===== src/ccp_tb_params.svh =====
/*
  Offsets, field positions, reset values and prescale figures for the
  time-base control block. Assumes a 12-bit APB byte address.
*/
`ifndef CCP_TB_PARAMS_SVH
`define CCP_TB_PARAMS_SVH

// Register byte offsets
`define TBC_OFF_CTRL 12'h000
`define TBC_OFF_STAT 12'h004
`define TBC_OFF_COUNT 12'h008

// Field positions in the control word
`define TBC_BIT_ON 15
`define TBC_BIT_GAP 14
`define TBC_BIT_IDLE_HALT 13
`define TBC_BIT_SLEEP_RUN 12
`define TBC_BIT_SYNC 11
`define TBC_SRC_HI 10
`define TBC_SRC_LO 8
`define TBC_PS_HI 7
`define TBC_PS_LO 6
`define TBC_BIT_WIDE 5
`define TBC_BIT_CAPTURE_COMPARE_SELECT 4
`define TBC_MODE_HI 3
`define TBC_MODE_LO 0

// Reset values
`define TBC_CTRL_RESET 16'h0000
`define TBC_DATA_RESET 32'h0000_0000

// Last prescaler count for each divide ratio (ratio minus one)
`define TBC_PS_LAST_1 6'h00
`define TBC_PS_LAST_4 6'h03
`define TBC_PS_LAST_16 6'h0f
`define TBC_PS_LAST_64 6'h3f

// Source code that selects the system clock itself
`define TBC_SRC_SYSCLK 3'h0
// Compare-family function code for plain timer operation
`define TBC_MODE_TIMER 4'h0

`endif


===== src/ccp_tb_pkg.sv =====
/*
  Types and shared decoding for the time-base control block.
  Assumes ccp_tb_params.svh is on the include path.
*/
`include "ccp_tb_params.svh"

package ccp_tb_pkg;

  // Control fields held by the block
  typedef struct packed {
    logic on;
    logic idle_halt;
    logic sleep_run;
    logic tick_sync;
    logic [2:0] tick_source_select;
    logic [1:0] prescale_select;
    logic wide_count_select;
    logic capture_compare_select;
    logic [3:0] func_mode;
  } ctrl_s;

  // Prescale ratio code to last prescaler count
  function automatic logic [5:0] prescale_last(input logic [1:0] code);
    logic [5:0] r;
    r = `TBC_PS_LAST_1;
    case (code)
      2'h1: r = `TBC_PS_LAST_4;
      2'h2: r = `TBC_PS_LAST_16;
      2'h3: r = `TBC_PS_LAST_64;
      default: r = `TBC_PS_LAST_1;
    endcase
    return r;
  endfunction

  // Packs the control fields into the 16-bit word; the gap bit is zero
  function automatic logic [15:0] ctrl_to_word(input ctrl_s c);
    logic [15:0] w;
    w = 16'h0000;
    w[`TBC_BIT_ON] = c.on;
    w[`TBC_BIT_IDLE_HALT] = c.idle_halt;
    w[`TBC_BIT_SLEEP_RUN] = c.sleep_run;
    w[`TBC_BIT_SYNC] = c.tick_sync;
    w[`TBC_SRC_HI:`TBC_SRC_LO] = c.tick_source_select;
    w[`TBC_PS_HI:`TBC_PS_LO] = c.prescale_select;
    w[`TBC_BIT_WIDE] = c.wide_count_select;
    w[`TBC_BIT_CAPTURE_COMPARE_SELECT] = c.capture_compare_select;
    w[`TBC_MODE_HI:`TBC_MODE_LO] = c.func_mode;
    return w;
  endfunction

  // Unpacks a written word; the gap bit is dropped
  function automatic ctrl_s word_to_ctrl(input logic [15:0] w);
    ctrl_s c;
    c.on = w[`TBC_BIT_ON];
    c.idle_halt = w[`TBC_BIT_IDLE_HALT];
    c.sleep_run = w[`TBC_BIT_SLEEP_RUN];
    c.tick_sync = w[`TBC_BIT_SYNC];
    c.tick_source_select = w[`TBC_SRC_HI:`TBC_SRC_LO];
    c.prescale_select = w[`TBC_PS_HI:`TBC_PS_LO];
    c.wide_count_select = w[`TBC_BIT_WIDE];
    c.capture_compare_select = w[`TBC_BIT_CAPTURE_COMPARE_SELECT];
    c.func_mode = w[`TBC_MODE_HI:`TBC_MODE_LO];
    return c;
  endfunction

endpackage


===== src/tick_link_if.sv =====
/*
  Carrier between the control block and its time-base counter.
  Assumes both ends run on the same clock.
*/
`timescale 1ns/1ps
`default_nettype none

interface tick_link_if;
  logic tick;
  logic run;
  logic clear;
  logic [1:0] prescale_select;
  logic wide_count_select;
  logic [31:0] count;

  modport ctl (
    output tick, run, clear, prescale_select, wide_count_select,
    input count
  );
  modport cnt (
    input tick, run, clear, prescale_select, wide_count_select,
    output count
  );
endinterface

`default_nettype wire


===== src/ccp_time_base_control_low.sv =====
/*
  Time-base control word of a capture/compare/PWM/timer module with an
  APB slave, tick source selection and synchronisation, run gating for
  idle and sleep, and the family decode. Assumes idle_mode and
  sleep_mode come from the power controller on the same clock, and that
  tick_pins are asynchronous pins.
*/
// Design decisions made here: the APB slave port and the register offsets.
`timescale 1ns/1ps
`default_nettype none
`include "ccp_tb_params.svh"

// Summary of operation
// - Module runs only while module-on is set
// - Idle halts if asked; sleep runs if allowed
// - Three-bit code picks one of eight sources
// - Prescale divides by 1, 4, 16, 64
// - Wide-count bit selects 32 or 16 bits
// - Select bit picks capture or compare family
// - Compare code zero: timer, outputs disabled
module ccp_time_base_control_low #(
  parameter int ADDR_W = 12
) (
  input wire logic clock,
  input wire logic rstn,
  input wire logic psel,
  input wire logic penable,
  input wire logic pwrite,
  input wire logic [ADDR_W-1:0] paddr,
  input wire logic [31:0] pwdata,
  output logic [31:0] prdata,
  output logic pready,
  output logic pslverr,
  input wire logic idle_mode,
  input wire logic sleep_mode,
  input wire logic [6:0] tick_pins,
  output logic run_active,
  output logic capture_active,
  output logic compare_active,
  output logic output_funcs_en,
  output logic [3:0] func_mode,
  output logic wide_count,
  output logic [31:0] count_value
);
  import ccp_tb_pkg::*;

  typedef struct packed {
    logic [31:0] prdata;
    logic pready;
    logic pslverr;
    ctrl_s ctrl;
    logic [6:0] pin_s1;
    logic [6:0] pin_s2;
    logic [6:0] pin_s3;
    logic tick_aligned;
    logic run;
    logic cap;
    logic cmp;
    logic oen;
  } top_state_s;

  top_state_s st_reg;
  top_state_s st_next;
  tick_link_if lk ();

  logic [6:0] pin_rise;
  logic raw_tick;
  logic run_now;
  logic setup_phase;
  logic access_write;
  logic [31:0] stat_word;

  // Rising edges seen after the two-stage synchroniser
  assign pin_rise = st_reg.pin_s2 & ~st_reg.pin_s3;

  // Source pick; code zero is the system clock, so every cycle ticks
  always_comb begin
    raw_tick = 1'b0;
    if (st_reg.ctrl.tick_source_select == `TBC_SRC_SYSCLK) begin
      raw_tick = 1'b1;
    end else begin
      raw_tick = pin_rise[st_reg.ctrl.tick_source_select - 3'h1];
    end
  end

  // Run gating: off, idle with idle-halt and sleep without sleep-run each stop the count
  assign run_now = st_reg.ctrl.on &&
    !(idle_mode && st_reg.ctrl.idle_halt) &&
    !(sleep_mode && !st_reg.ctrl.sleep_run);

  assign setup_phase = psel && !penable;
  assign access_write = psel && penable && st_reg.pready && pwrite;
  assign stat_word = {28'h000_0000, st_reg.oen, st_reg.cmp, st_reg.cap,
    st_reg.run};

  // Next state of the whole block
  always_comb begin
    st_next = st_reg;
    st_next.pin_s1 = tick_pins;
    st_next.pin_s2 = st_reg.pin_s1;
    st_next.pin_s3 = st_reg.pin_s2;
    // Extra stage costs a cycle but gives a clean system-clock tick
    st_next.tick_aligned = raw_tick;
    st_next.run = run_now;
    st_next.cap = st_reg.ctrl.on && st_reg.ctrl.capture_compare_select;
    st_next.cmp = st_reg.ctrl.on && !st_reg.ctrl.capture_compare_select;
    // Plain timer code in the compare family keeps outputs off
    st_next.oen = st_reg.ctrl.on && !st_reg.ctrl.capture_compare_select &&
      (st_reg.ctrl.func_mode != `TBC_MODE_TIMER);
    st_next.pready = 1'b0;
    st_next.pslverr = 1'b0;
    // Answer is prepared in setup so the access phase ends at once
    if (setup_phase) begin
      st_next.pready = 1'b1;
      st_next.prdata = `TBC_DATA_RESET;
      if (paddr == `TBC_OFF_CTRL) begin
        if (!pwrite) begin
          st_next.prdata = {16'h0000, ctrl_to_word(st_reg.ctrl)};
        end
      end else if (paddr == `TBC_OFF_STAT) begin
        if (!pwrite) begin
          st_next.prdata = stat_word;
        end
      end else if (paddr == `TBC_OFF_COUNT) begin
        if (!pwrite) begin
          st_next.prdata = lk.count;
        end
      end else begin
        st_next.pslverr = 1'b1;
      end
    end
    // Writes land at the access edge; gap bit is dropped by the unpack
    if (access_write && paddr == `TBC_OFF_CTRL) begin
      st_next.ctrl = word_to_ctrl(pwdata[15:0]);
    end
  end

  // State register
  always_ff @(posedge clock or negedge rstn) begin
    if (!rstn) begin
      st_reg <= '0;
    end else begin
      st_reg <= st_next;
    end
  end

  // Counter link; unsynchronised ticks skip the alignment stage
  assign lk.tick = st_reg.ctrl.tick_sync ? st_reg.tick_aligned
    : raw_tick;
  assign lk.run = st_reg.run;
  assign lk.clear = !st_reg.ctrl.on;
  assign lk.prescale_select = st_reg.ctrl.prescale_select;
  assign lk.wide_count_select = st_reg.ctrl.wide_count_select;

  time_base_counter u_counter (
    .clock(clock),
    .rstn(rstn),
    .lk(lk)
  );

  // Outputs straight from flip-flops
  assign prdata = st_reg.prdata;
  assign pready = st_reg.pready;
  assign pslverr = st_reg.pslverr;
  assign run_active = st_reg.run;
  assign capture_active = st_reg.cap;
  assign compare_active = st_reg.cmp;
  assign output_funcs_en = st_reg.oen;
  assign func_mode = st_reg.ctrl.func_mode;
  assign wide_count = st_reg.ctrl.wide_count_select;
  assign count_value = lk.count;

  property p_off_clear;
    @(posedge clock) disable iff (!rstn)
    (!st_reg.ctrl.on) |=> (count_value == 32'h0000_0000 && !run_active);
  endproperty
  a_off_clear: assert property (p_off_clear)
    else $error("count not cleared while module is off");

  property p_idle_halt;
    @(posedge clock) disable iff (!rstn)
    (idle_mode && st_reg.ctrl.idle_halt) |=> !run_active;
  endproperty
  a_idle_halt: assert property (p_idle_halt)
    else $error("module ran in idle with idle-halt set");

  property p_sleep_stop;
    @(posedge clock) disable iff (!rstn)
    (sleep_mode && !st_reg.ctrl.sleep_run) |=> !run_active;
  endproperty
  a_sleep_stop: assert property (p_sleep_stop)
    else $error("module ran in sleep without sleep-run");

  property p_run_on;
    @(posedge clock) disable iff (!rstn)
    (st_reg.ctrl.on && !idle_mode && !sleep_mode) |=> run_active;
  endproperty
  a_run_on: assert property (p_run_on)
    else $error("enabled module not running in normal mode");

  property p_sync_delay;
    @(posedge clock) disable iff (!rstn)
    (st_reg.ctrl.tick_sync && $stable(st_reg.ctrl)) |->
      (lk.tick == $past(raw_tick));
  endproperty
  a_sync_delay: assert property (p_sync_delay)
    else $error("synchronised tick not one cycle behind source");

  property p_sysclk_tick;
    @(posedge clock) disable iff (!rstn)
    (st_reg.ctrl.tick_source_select == 3'h0 && !st_reg.ctrl.tick_sync)
      |-> lk.tick;
  endproperty
  a_sysclk_tick: assert property (p_sysclk_tick)
    else $error("system clock source failed to tick every cycle");

  property p_family;
    @(posedge clock) disable iff (!rstn)
    st_reg.ctrl.on |=> (capture_active == $past(
      st_reg.ctrl.capture_compare_select) && compare_active ==
      !capture_active);
  endproperty
  a_family: assert property (p_family)
    else $error("family outputs disagree with select bit");

  property p_timer_quiet;
    @(posedge clock) disable iff (!rstn)
    (!st_reg.ctrl.capture_compare_select &&
     st_reg.ctrl.func_mode == 4'h0) |=> !output_funcs_en;
  endproperty
  a_timer_quiet: assert property (p_timer_quiet)
    else $error("output functions on in plain timer code");

  property p_gap_zero;
    @(posedge clock) disable iff (!rstn)
    (setup_phase && !pwrite && paddr == `TBC_OFF_CTRL) |=>
      (pready && prdata[14] == 1'b0);
  endproperty
  a_gap_zero: assert property (p_gap_zero)
    else $error("unused control bit read back nonzero");

  property p_write_lands;
    @(posedge clock) disable iff (!rstn)
    (access_write && paddr == `TBC_OFF_CTRL) |=>
      (ctrl_to_word(st_reg.ctrl) == ($past(pwdata[15:0]) & 16'hbfff));
  endproperty
  a_write_lands: assert property (p_write_lands)
    else $error("control write did not take effect");

  property p_idle_run;
    @(posedge clock) disable iff (!rstn)
    (st_reg.ctrl.on && idle_mode && !st_reg.ctrl.idle_halt &&
     !sleep_mode) |=> run_active;
  endproperty
  a_idle_run: assert property (p_idle_run)
    else $error("module halted in idle with idle-halt clear");

  property p_sleep_run;
    @(posedge clock) disable iff (!rstn)
    (st_reg.ctrl.on && sleep_mode && st_reg.ctrl.sleep_run &&
     !(idle_mode && st_reg.ctrl.idle_halt)) |=> run_active;
  endproperty
  a_sleep_run: assert property (p_sleep_run)
    else $error("module halted in sleep with sleep-run set");

  // Pin ticks lag the pin by the two synchroniser stages plus detect
  property p_pin_tick;
    @(posedge clock) disable iff (!rstn)
    (st_reg.ctrl.tick_source_select != `TBC_SRC_SYSCLK &&
     !st_reg.ctrl.tick_sync) |->
      (lk.tick == |((($past(tick_pins, 2) & ~$past(tick_pins, 3)) >>
        (st_reg.ctrl.tick_source_select - 3'h1)) & 7'h01));
  endproperty
  a_pin_tick: assert property (p_pin_tick)
    else $error("pin tick does not follow the selected pin edge");

  property p_off_quiet;
    @(posedge clock) disable iff (!rstn)
    !st_reg.ctrl.on |=> (!capture_active && !compare_active &&
      !output_funcs_en);
  endproperty
  a_off_quiet: assert property (p_off_quiet)
    else $error("family outputs active while module is off");

  property p_capture_quiet;
    @(posedge clock) disable iff (!rstn)
    (st_reg.ctrl.on && st_reg.ctrl.capture_compare_select) |=>
      (capture_active && !compare_active && !output_funcs_en);
  endproperty
  a_capture_quiet: assert property (p_capture_quiet)
    else $error("compare outputs active in capture family");

  // Guards against output enables stuck low passing the quiet check
  property p_compare_out;
    @(posedge clock) disable iff (!rstn)
    (st_reg.ctrl.on && !st_reg.ctrl.capture_compare_select &&
     st_reg.ctrl.func_mode != `TBC_MODE_TIMER) |=> output_funcs_en;
  endproperty
  a_compare_out: assert property (p_compare_out)
    else $error("output functions off in a compare code");
endmodule

`default_nettype wire


===== src/time_base_counter.sv =====
/*
  Prescaler and 16/32-bit time-base counter.
  Assumes tick pulses are already aligned to the system clock.
*/
`timescale 1ns/1ps
`default_nettype none
`include "ccp_tb_params.svh"

module time_base_counter (
  input wire logic clock,
  input wire logic rstn,
  tick_link_if.cnt lk
);
  import ccp_tb_pkg::*;

  typedef struct packed {
    logic [5:0] pcnt;
    logic [1:0] ps_prev;
    logic [31:0] count;
  } cnt_state_s;

  cnt_state_s st_reg;
  cnt_state_s st_next;
  logic [5:0] last;

  assign last = prescale_last(lk.prescale_select);
  assign lk.count = st_reg.count;

  // Counting; a ratio change restarts the prescaler so no short period
  always_comb begin
    st_next = st_reg;
    st_next.ps_prev = lk.prescale_select;
    if (lk.clear) begin
      st_next.pcnt = 6'h00;
      st_next.count = `TBC_DATA_RESET;
    end else if (lk.prescale_select != st_reg.ps_prev) begin
      st_next.pcnt = 6'h00;
    end else if (lk.run && lk.tick) begin
      if (st_reg.pcnt >= last) begin
        st_next.pcnt = 6'h00;
        if (lk.wide_count_select) begin
          st_next.count = st_reg.count + 32'h0000_0001;
        end else begin
          st_next.count = {16'h0000, st_reg.count[15:0] + 16'h0001};
        end
      end else begin
        st_next.pcnt = st_reg.pcnt + 6'h01;
      end
    end
    if (!lk.wide_count_select) begin
      st_next.count[31:16] = 16'h0000;
    end
  end

  // State register
  always_ff @(posedge clock or negedge rstn) begin
    if (!rstn) begin
      st_reg <= '0;
    end else begin
      st_reg <= st_next;
    end
  end

  property p_ps_step;
    @(posedge clock) disable iff (!rstn)
    (!lk.clear && lk.run && lk.tick && st_reg.pcnt == last &&
     lk.prescale_select == st_reg.ps_prev)
      |=> (st_reg.count[15:0] == $past(st_reg.count[15:0]) + 16'h0001);
  endproperty
  a_ps_step: assert property (p_ps_step)
    else $error("prescaler terminal tick did not step the count");

  property p_ps_hold;
    @(posedge clock) disable iff (!rstn)
    (!lk.clear && st_reg.pcnt != last) |=> $stable(st_reg.count[15:0]);
  endproperty
  a_ps_hold: assert property (p_ps_hold)
    else $error("count stepped before the prescaler ran out");

  property p_narrow;
    @(posedge clock) disable iff (!rstn)
    !lk.wide_count_select |=> (st_reg.count[31:16] == 16'h0000 ||
      lk.wide_count_select);
  endproperty
  a_narrow: assert property (p_narrow)
    else $error("upper count half nonzero in 16-bit mode");
endmodule

`default_nettype wire

===== config.mk =====
export PLATFORM = sky130hd
export DESIGN_NAME = ccp_time_base_control_low
export DESIGN_NICKNAME = d
export VERILOG_FILES = /design/src/ccp_tb_pkg.sv /design/src/tick_link_if.sv /design/src/ccp_time_base_control_low.sv /design/src/time_base_counter.sv
export VERILOG_INCLUDE_DIRS = /design/src
export SDC_FILE = /design/constraint.sdc
export NUM_CORES = 1
export LEC_CHECK = 0
export BUFFER_PORTS_ARGS = -buffer_cell sky130_fd_sc_hd__buf_2
export CAP_MARGIN = 20
export CORE_MARGIN = 1
export CORE_UTILIZATION = 40
export CTS_BUF_LIST = sky130_fd_sc_hd__clkbuf_4 sky130_fd_sc_hd__clkbuf_8
export CTS_CLUSTER_SIZE = 30
export DETAILED_ROUTE_END_ITERATION = 6
export GPL_ROUTABILITY_DRIVEN = 0
export SLEW_MARGIN = 20
export SYNTH_ARGS = -nofsm -noshare
export SYNTH_HDL_FRONTEND = slang
export SYNTH_SLANG_ARGS = --single-unit

===== constraint.sdc =====
create_clock -name clock -period 4.01 [get_ports clock]
set_input_delay 0.6015 -clock clock [delete_from_list [all_inputs] [get_ports clock]]
set_output_delay 0.6015 -clock clock [all_outputs]
set_load 0.01 [all_outputs]

* Yosys cells after proc, flatten, opt, wreduce, memory -nomap -nowiden
Cells that the tools add are included.
Cells by class: equality and inequality tests 13, multiplexer cells 25, bitwise logic cells 2, $add $sub $neg 4, reduce and logical (&&, ||, !) cells 23, $lt $le $gt $ge 2
Operator list (number):
- $mux W32 | 9
- $add A32 B1 Y32 const B | 1
- $mux W16 | 2
- $mux W6 | 4
- $pmux W6 S3 | 1
- $add A16 B1 Y16 const B | 1
- $logic_and A1 B1 Y1 | 13
- $eq A12 B3 Y1 const B | 1
- $eq A12 B4 Y1 const B | 1
- $logic_not A12 Y1 | 1
- $and A7 B7 Y7 | 1
- $not A7 Y7 | 1
- $add A6 B1 Y6 const B | 1
- $ge A6 B6 Y1 | 1
- $mux W1 | 6
- $ne A3 B2 Y1 const B | 2
- $reduce_and A3 Y1 | 2
- $logic_not A1 Y1 | 5
- $eq A2 B2 Y1 const B | 2
- $lt A3 B4 Y1 const B | 1
- $mux W4 | 1
- $ne A2 B1 Y1 const B | 2
- $reduce_bool A4 Y1 | 1
- $bmux W1 S3 | 1
- other kinds (8) | 8
Storage, ports and cells: bits of input ports 58, logic and storage cells 93, output and inout port bits 75, flip-flop bits (word level) 115

* Longest topological paths before layout
depth after elaboration 11, depth in mapped cells 11, depth with buffers taken out 9

* Modules after synthesis
A second synthesis with hierarchy kept.
Unflattened totals: cell total of the unflattened synthesis 569, area total of the unflattened synthesis 6027.0 um^2
Modules (own cells, without submodules):
- ccp_time_base_control_low | area an instance 3203.1 um^2, instances 1, cells each 241, sequential area each 1876.8 um^2
- time_base_counter | area an instance 2824.0 um^2, instances 1, cells each 328, sequential area each 1001.0 um^2

* Worst setup path after synthesis
OpenSTA, ideal clock, no wires.
path type register -> register, from reg st_reg (netlist bit lk.prescale_select[1]), to reg u_counter.st_reg (netlist bit u_counter.lk.count[15]), buffers on the path 1, stages on the path, launching flop included 10, data arrival time 2.262 ns, setup slack 1.668 ns, period minus slack after synthesis 2.342 ns, setup time 0.080 ns, required time 3.930 ns, path through dfrtp_1 > or2_2 > ha_1 > nor2b_1 > o21ai_0 > a221o_2 > nand3_4 > buf_6 > or4_1 > a21oi_1
On the way: cells in the longest elaborated chain, start to end 5, elaborated cells between the ends (all ways) 9, those cells by class 1 x order compare; 6 x eq/ne; 1 x mux; 1 x reduce/logical
RTL lines:
- start: declaration | RTL line ccp_time_base_control_low.sv:62 | top_state_s st_reg;
- start signal: assignment | RTL line ccp_time_base_control_low.sv:143 | st_reg <= st_next;
- $eq A2 B2 Y1 or $eq A2 B1 Y1 (tied branches) | RTL line ccp_tb_pkg.sv:26 | case (code)
- $pmux W6 S3 | RTL line ccp_tb_pkg.sv:26
- $ge A6 B6 Y1 | RTL line time_base_counter.sv:39 | if (st_reg.pcnt >= last) begin
- $ne A2 B1 Y1 (no source line)
- $reduce_and A3 Y1 (no source line) (*)
- end signal: assignment | RTL line time_base_counter.sv:60 | st_reg <= st_next;
- end: declaration | RTL line time_base_counter.sv:22 | cnt_state_s st_reg;
Every way passes the cells marked *; elsewhere a longest branch is shown, timed or not. A chain may end at the register's enable or synchronous reset.

* Worst setup path in the final report
from reg st_reg (netlist bit lk.prescale_select[1]), to reg u_counter.st_reg (netlist bit u_counter.lk.count[7])
The elaborated chain is that of the path after synthesis.

==> run_results.csv <==
group,metric,value,unit
pwr,clkPwrFrac,37.9,%
clocking,clock_path_buffers,2,
drt,drt_iter0_markers,334,
die,ios,133,
pwr,internal-power,1.83,mW
placed_design,portBuffers,115,
timing,rsz0062_at_grt,"no",
finish,insertedDiodeCount,0,
clocking,cts_setup_buffers,0,
die,core,0.0140,mm2
clocking,clock-root-buffer,"clkbuf_8",
pwr,switchingPower,0.664,mW
synth,postSynthCellCount,564,
worst_setup_path,required,4350,ps
timing,final.setup.tns,0,ps
pwr,total_leakage_power,3.06,nW
timing,maxSlewHeadroom,34.2,%
clocking,tritoncts,"done",
timing,fmax,342,MHz
pwr,powerDensity,394,mW/mm2
worst_setup_path,ff2ff_path_depth,8,
die,placementRows,43,
global_route,grt_max_degree,61,
pwr,switching_share,26.6,%
job,maxCapViolCount,0,
worst_setup_path,r2r_end,"u_counter.lk.count[7]",
pwr,max-vdd-ir-drop,0.210,mV
clocking,clkLatencyLatePin,440,ps
finish,syn_to_final_growth,9.79,%
timing,tightest_slew,984,ps
clocking,h-tree-depth,4,
worst_setup_path,critical_path.max_fanout,57,
synth,ys_async_sr_fraction,100,%
global_route,grt_pass1_wl,21000,um
die,chipWidth,122,um
global_route,grt_overflow_total,0,
worst_hold_path,hp-class,"in2async",
timing,hold_viol_final,0,
finish,nets,675,
timing,fin_worst_skew,8.39,ps
synth,yosysUniqueCellTypes,50,
worst_setup_path,regToRegSetupSlack,1090,ps
worst_setup_path,worstSetupStartpointType,"flop",
placed_design,pre_cts_slack,1090,ps
drt,wire_per_inst,16.4,um
finish,layout-drive-gt1-share,27.7,%
clocking,clk_pin_slew_worst_paths,60,ps
worst_setup_path,crit_end,"u_counter.lk.count[7]",
global_route,antenna_found_initial,0,
drt,dr.pass1.iters,5,
synth,ys.flop_type,"dfrtp_1",
pwr,seqPwrFrac,50.5,%
worst_setup_path,end_kind,"flop",
clocking,numCtsBuffers,17,
finish,instances_no_fill,798,
synth,synth-edff-count,0,
die,initial_utilization,41.2,%
clocking,cts_sinks,115,
worst_setup_path,criticalPathCategory,"reg2reg",
finish,utilization,45.2,%
drt,postRouteAntennaNets,0,
clocking,cts_hold_buf,0,
worst_setup_path,worstPathArrival,3260,ps
die,dieArea,0.0149,mm2
drt,drcViolationCount,0,
synth,ys_seq_elements,115,
die,die_h,122,um
synth,syn-cell-area,0.00576,mm2
drt,vias_per_cell,5.45,
clocking,cts_resized,0,
global_route,grt_pass1_vias,4119,
timing,setup_ws,1090,ps
global_route,grtUsageTotal,18.8,%
timing,final_max_slew_viol_count,0,
timing,layout_min_cycle_time,2920,ps
synth,syn-num-nets,632,
run_status,status,"finished clean",
drt,drt-total-wl,13100,um
timing,setup_viol,0,
synth,ys_warn_count,0,
synth,syn_area_per_cell,10.2,um2
timing,holdWs,229,ps
drt,dr_total_vias,4352,
worst_setup_path,reg2reg_from,"lk.prescale_select[1]",
timing,post-route-period-util,72.9,%
pwr,combPwrFrac,11.6,%
placed_design,dp_hpwl,9020,um
synth,synth-seq-area-share,49.9,%
worst_setup_path,crit_start,"lk.prescale_select[1]",
placed_design,dp.cells,768,
## layout make-up
cell class | instances | area (um2)
fill | 1335 | 7660
sequential | 115 | 2880
multi-input combinational | 340 | 2200
timing repair buffer | 120 | 628
clock buffer | 25 | 319
tap | 180 | 225
inverter | 13 | 48.8
clock inverter | 5 | 27.5
## power groups by stage
stage | logic [mW] | registers (mW) | clock network, mW
4_1_cts | 0.291 | 1.26 | 0.977
2_1_floorplan | 0.211 | 1.26 | 0
3_3_place_gp | 0.274 | 1.27 | 0
5_1_grt | 0.330 | 1.26 | 1.03
3_5_place_dp | 0.291 | 1.28 | 0
6_report | 0.290 | 1.26 | 0.944
## through the flow
step	area (um2)	power [mW]
2_1_floorplan	5760	1.47
3_3_place_gp	5980	1.55
3_5_place_dp	5980	1.57
4_1_cts	6330	2.52
5_1_grt	6330	2.62
6_report	6330	2.49
## layer usage
metal  GRT usage [%]  wire length [um]  vias to the layer above  share of wire [%]
met2            29.1              6140                      140                 47
met1            24.9              5970                     2114                 46
met5               0                 0                        -                  0
li1                -                 -                     2082                  -
met3            4.59               736                       16                5.6
met4            8.26               217                        0                1.7
## cell usage after synthesis, types with 10 or more instances
cell type  number  area, um2
buf_4          68        510
nand4_1        10       62.6
nand3_1        21        105
clkbuf_1       17       63.8
a21oi_1        36        180
nand2_1        52        195
nand2b_1       13       81.3
nor2_1         14       52.6
o31ai_1        18        135
or4_1          15        113
or3_1          16        100
ha_1           10        125
o221ai_1       11       96.3
o21ai_0        27        135
inv_1          12       45.0
and3_1         11       68.8
a22o_1         21        184
dfrtp_1       115       2880
## logic make-up after synthesis
group	synth area share, %
DFF	49.9
xor gates and xnor gates	0.304
and+or+nand+nor	17.9
AOI/OAI and AO/OA	15.2
adders and majority gates	2.17
muxes	2.52
buffers and inverters	12.0
## cells in the final DEF (no fill, tap or decap), types with 10 or more instances in the layout
master / n
buf_2: 114
nand3_1: 21
or4_1: 15
inv_1: 12
clkbuf_8: 21
and3_1: 11
a21oi_1: 36
ha_1: 10
or3_1: 16
nand4_1: 10
a22o_1: 21
nor2_1: 14
o21ai_0: 27
dfrtp_1: 115
o221ai_1: 11
nand2b_1: 13
o31ai_1: 18
nand2_1: 52
## worst min-delay path by stage
stage	slack, ps	cells after the start	startpoint	endpoint
final	230	1	rstn	prdata[30]
after floorplan	310	0	rstn	capture_active
after detailed placement	330	0	st_next[17]	st_next[10]
after CTS	230	1	rstn	prdata[30]
after global routing	240	1	tick_pins[2]	st_next[14]
after global placement	330	0	st_next[12]	st_next[5]
## worst max-delay path: stages, from the launching register on
cell	delay [ps]
dfrtp_1	440
or2_2	330
ha_1	280
nor2b_1	40
o21ai_0	240
a221o_2	300
nand3_4	420
or4_1	620
a21oi_1	170
Note: power is estimated with default switching activity, not from simulation.
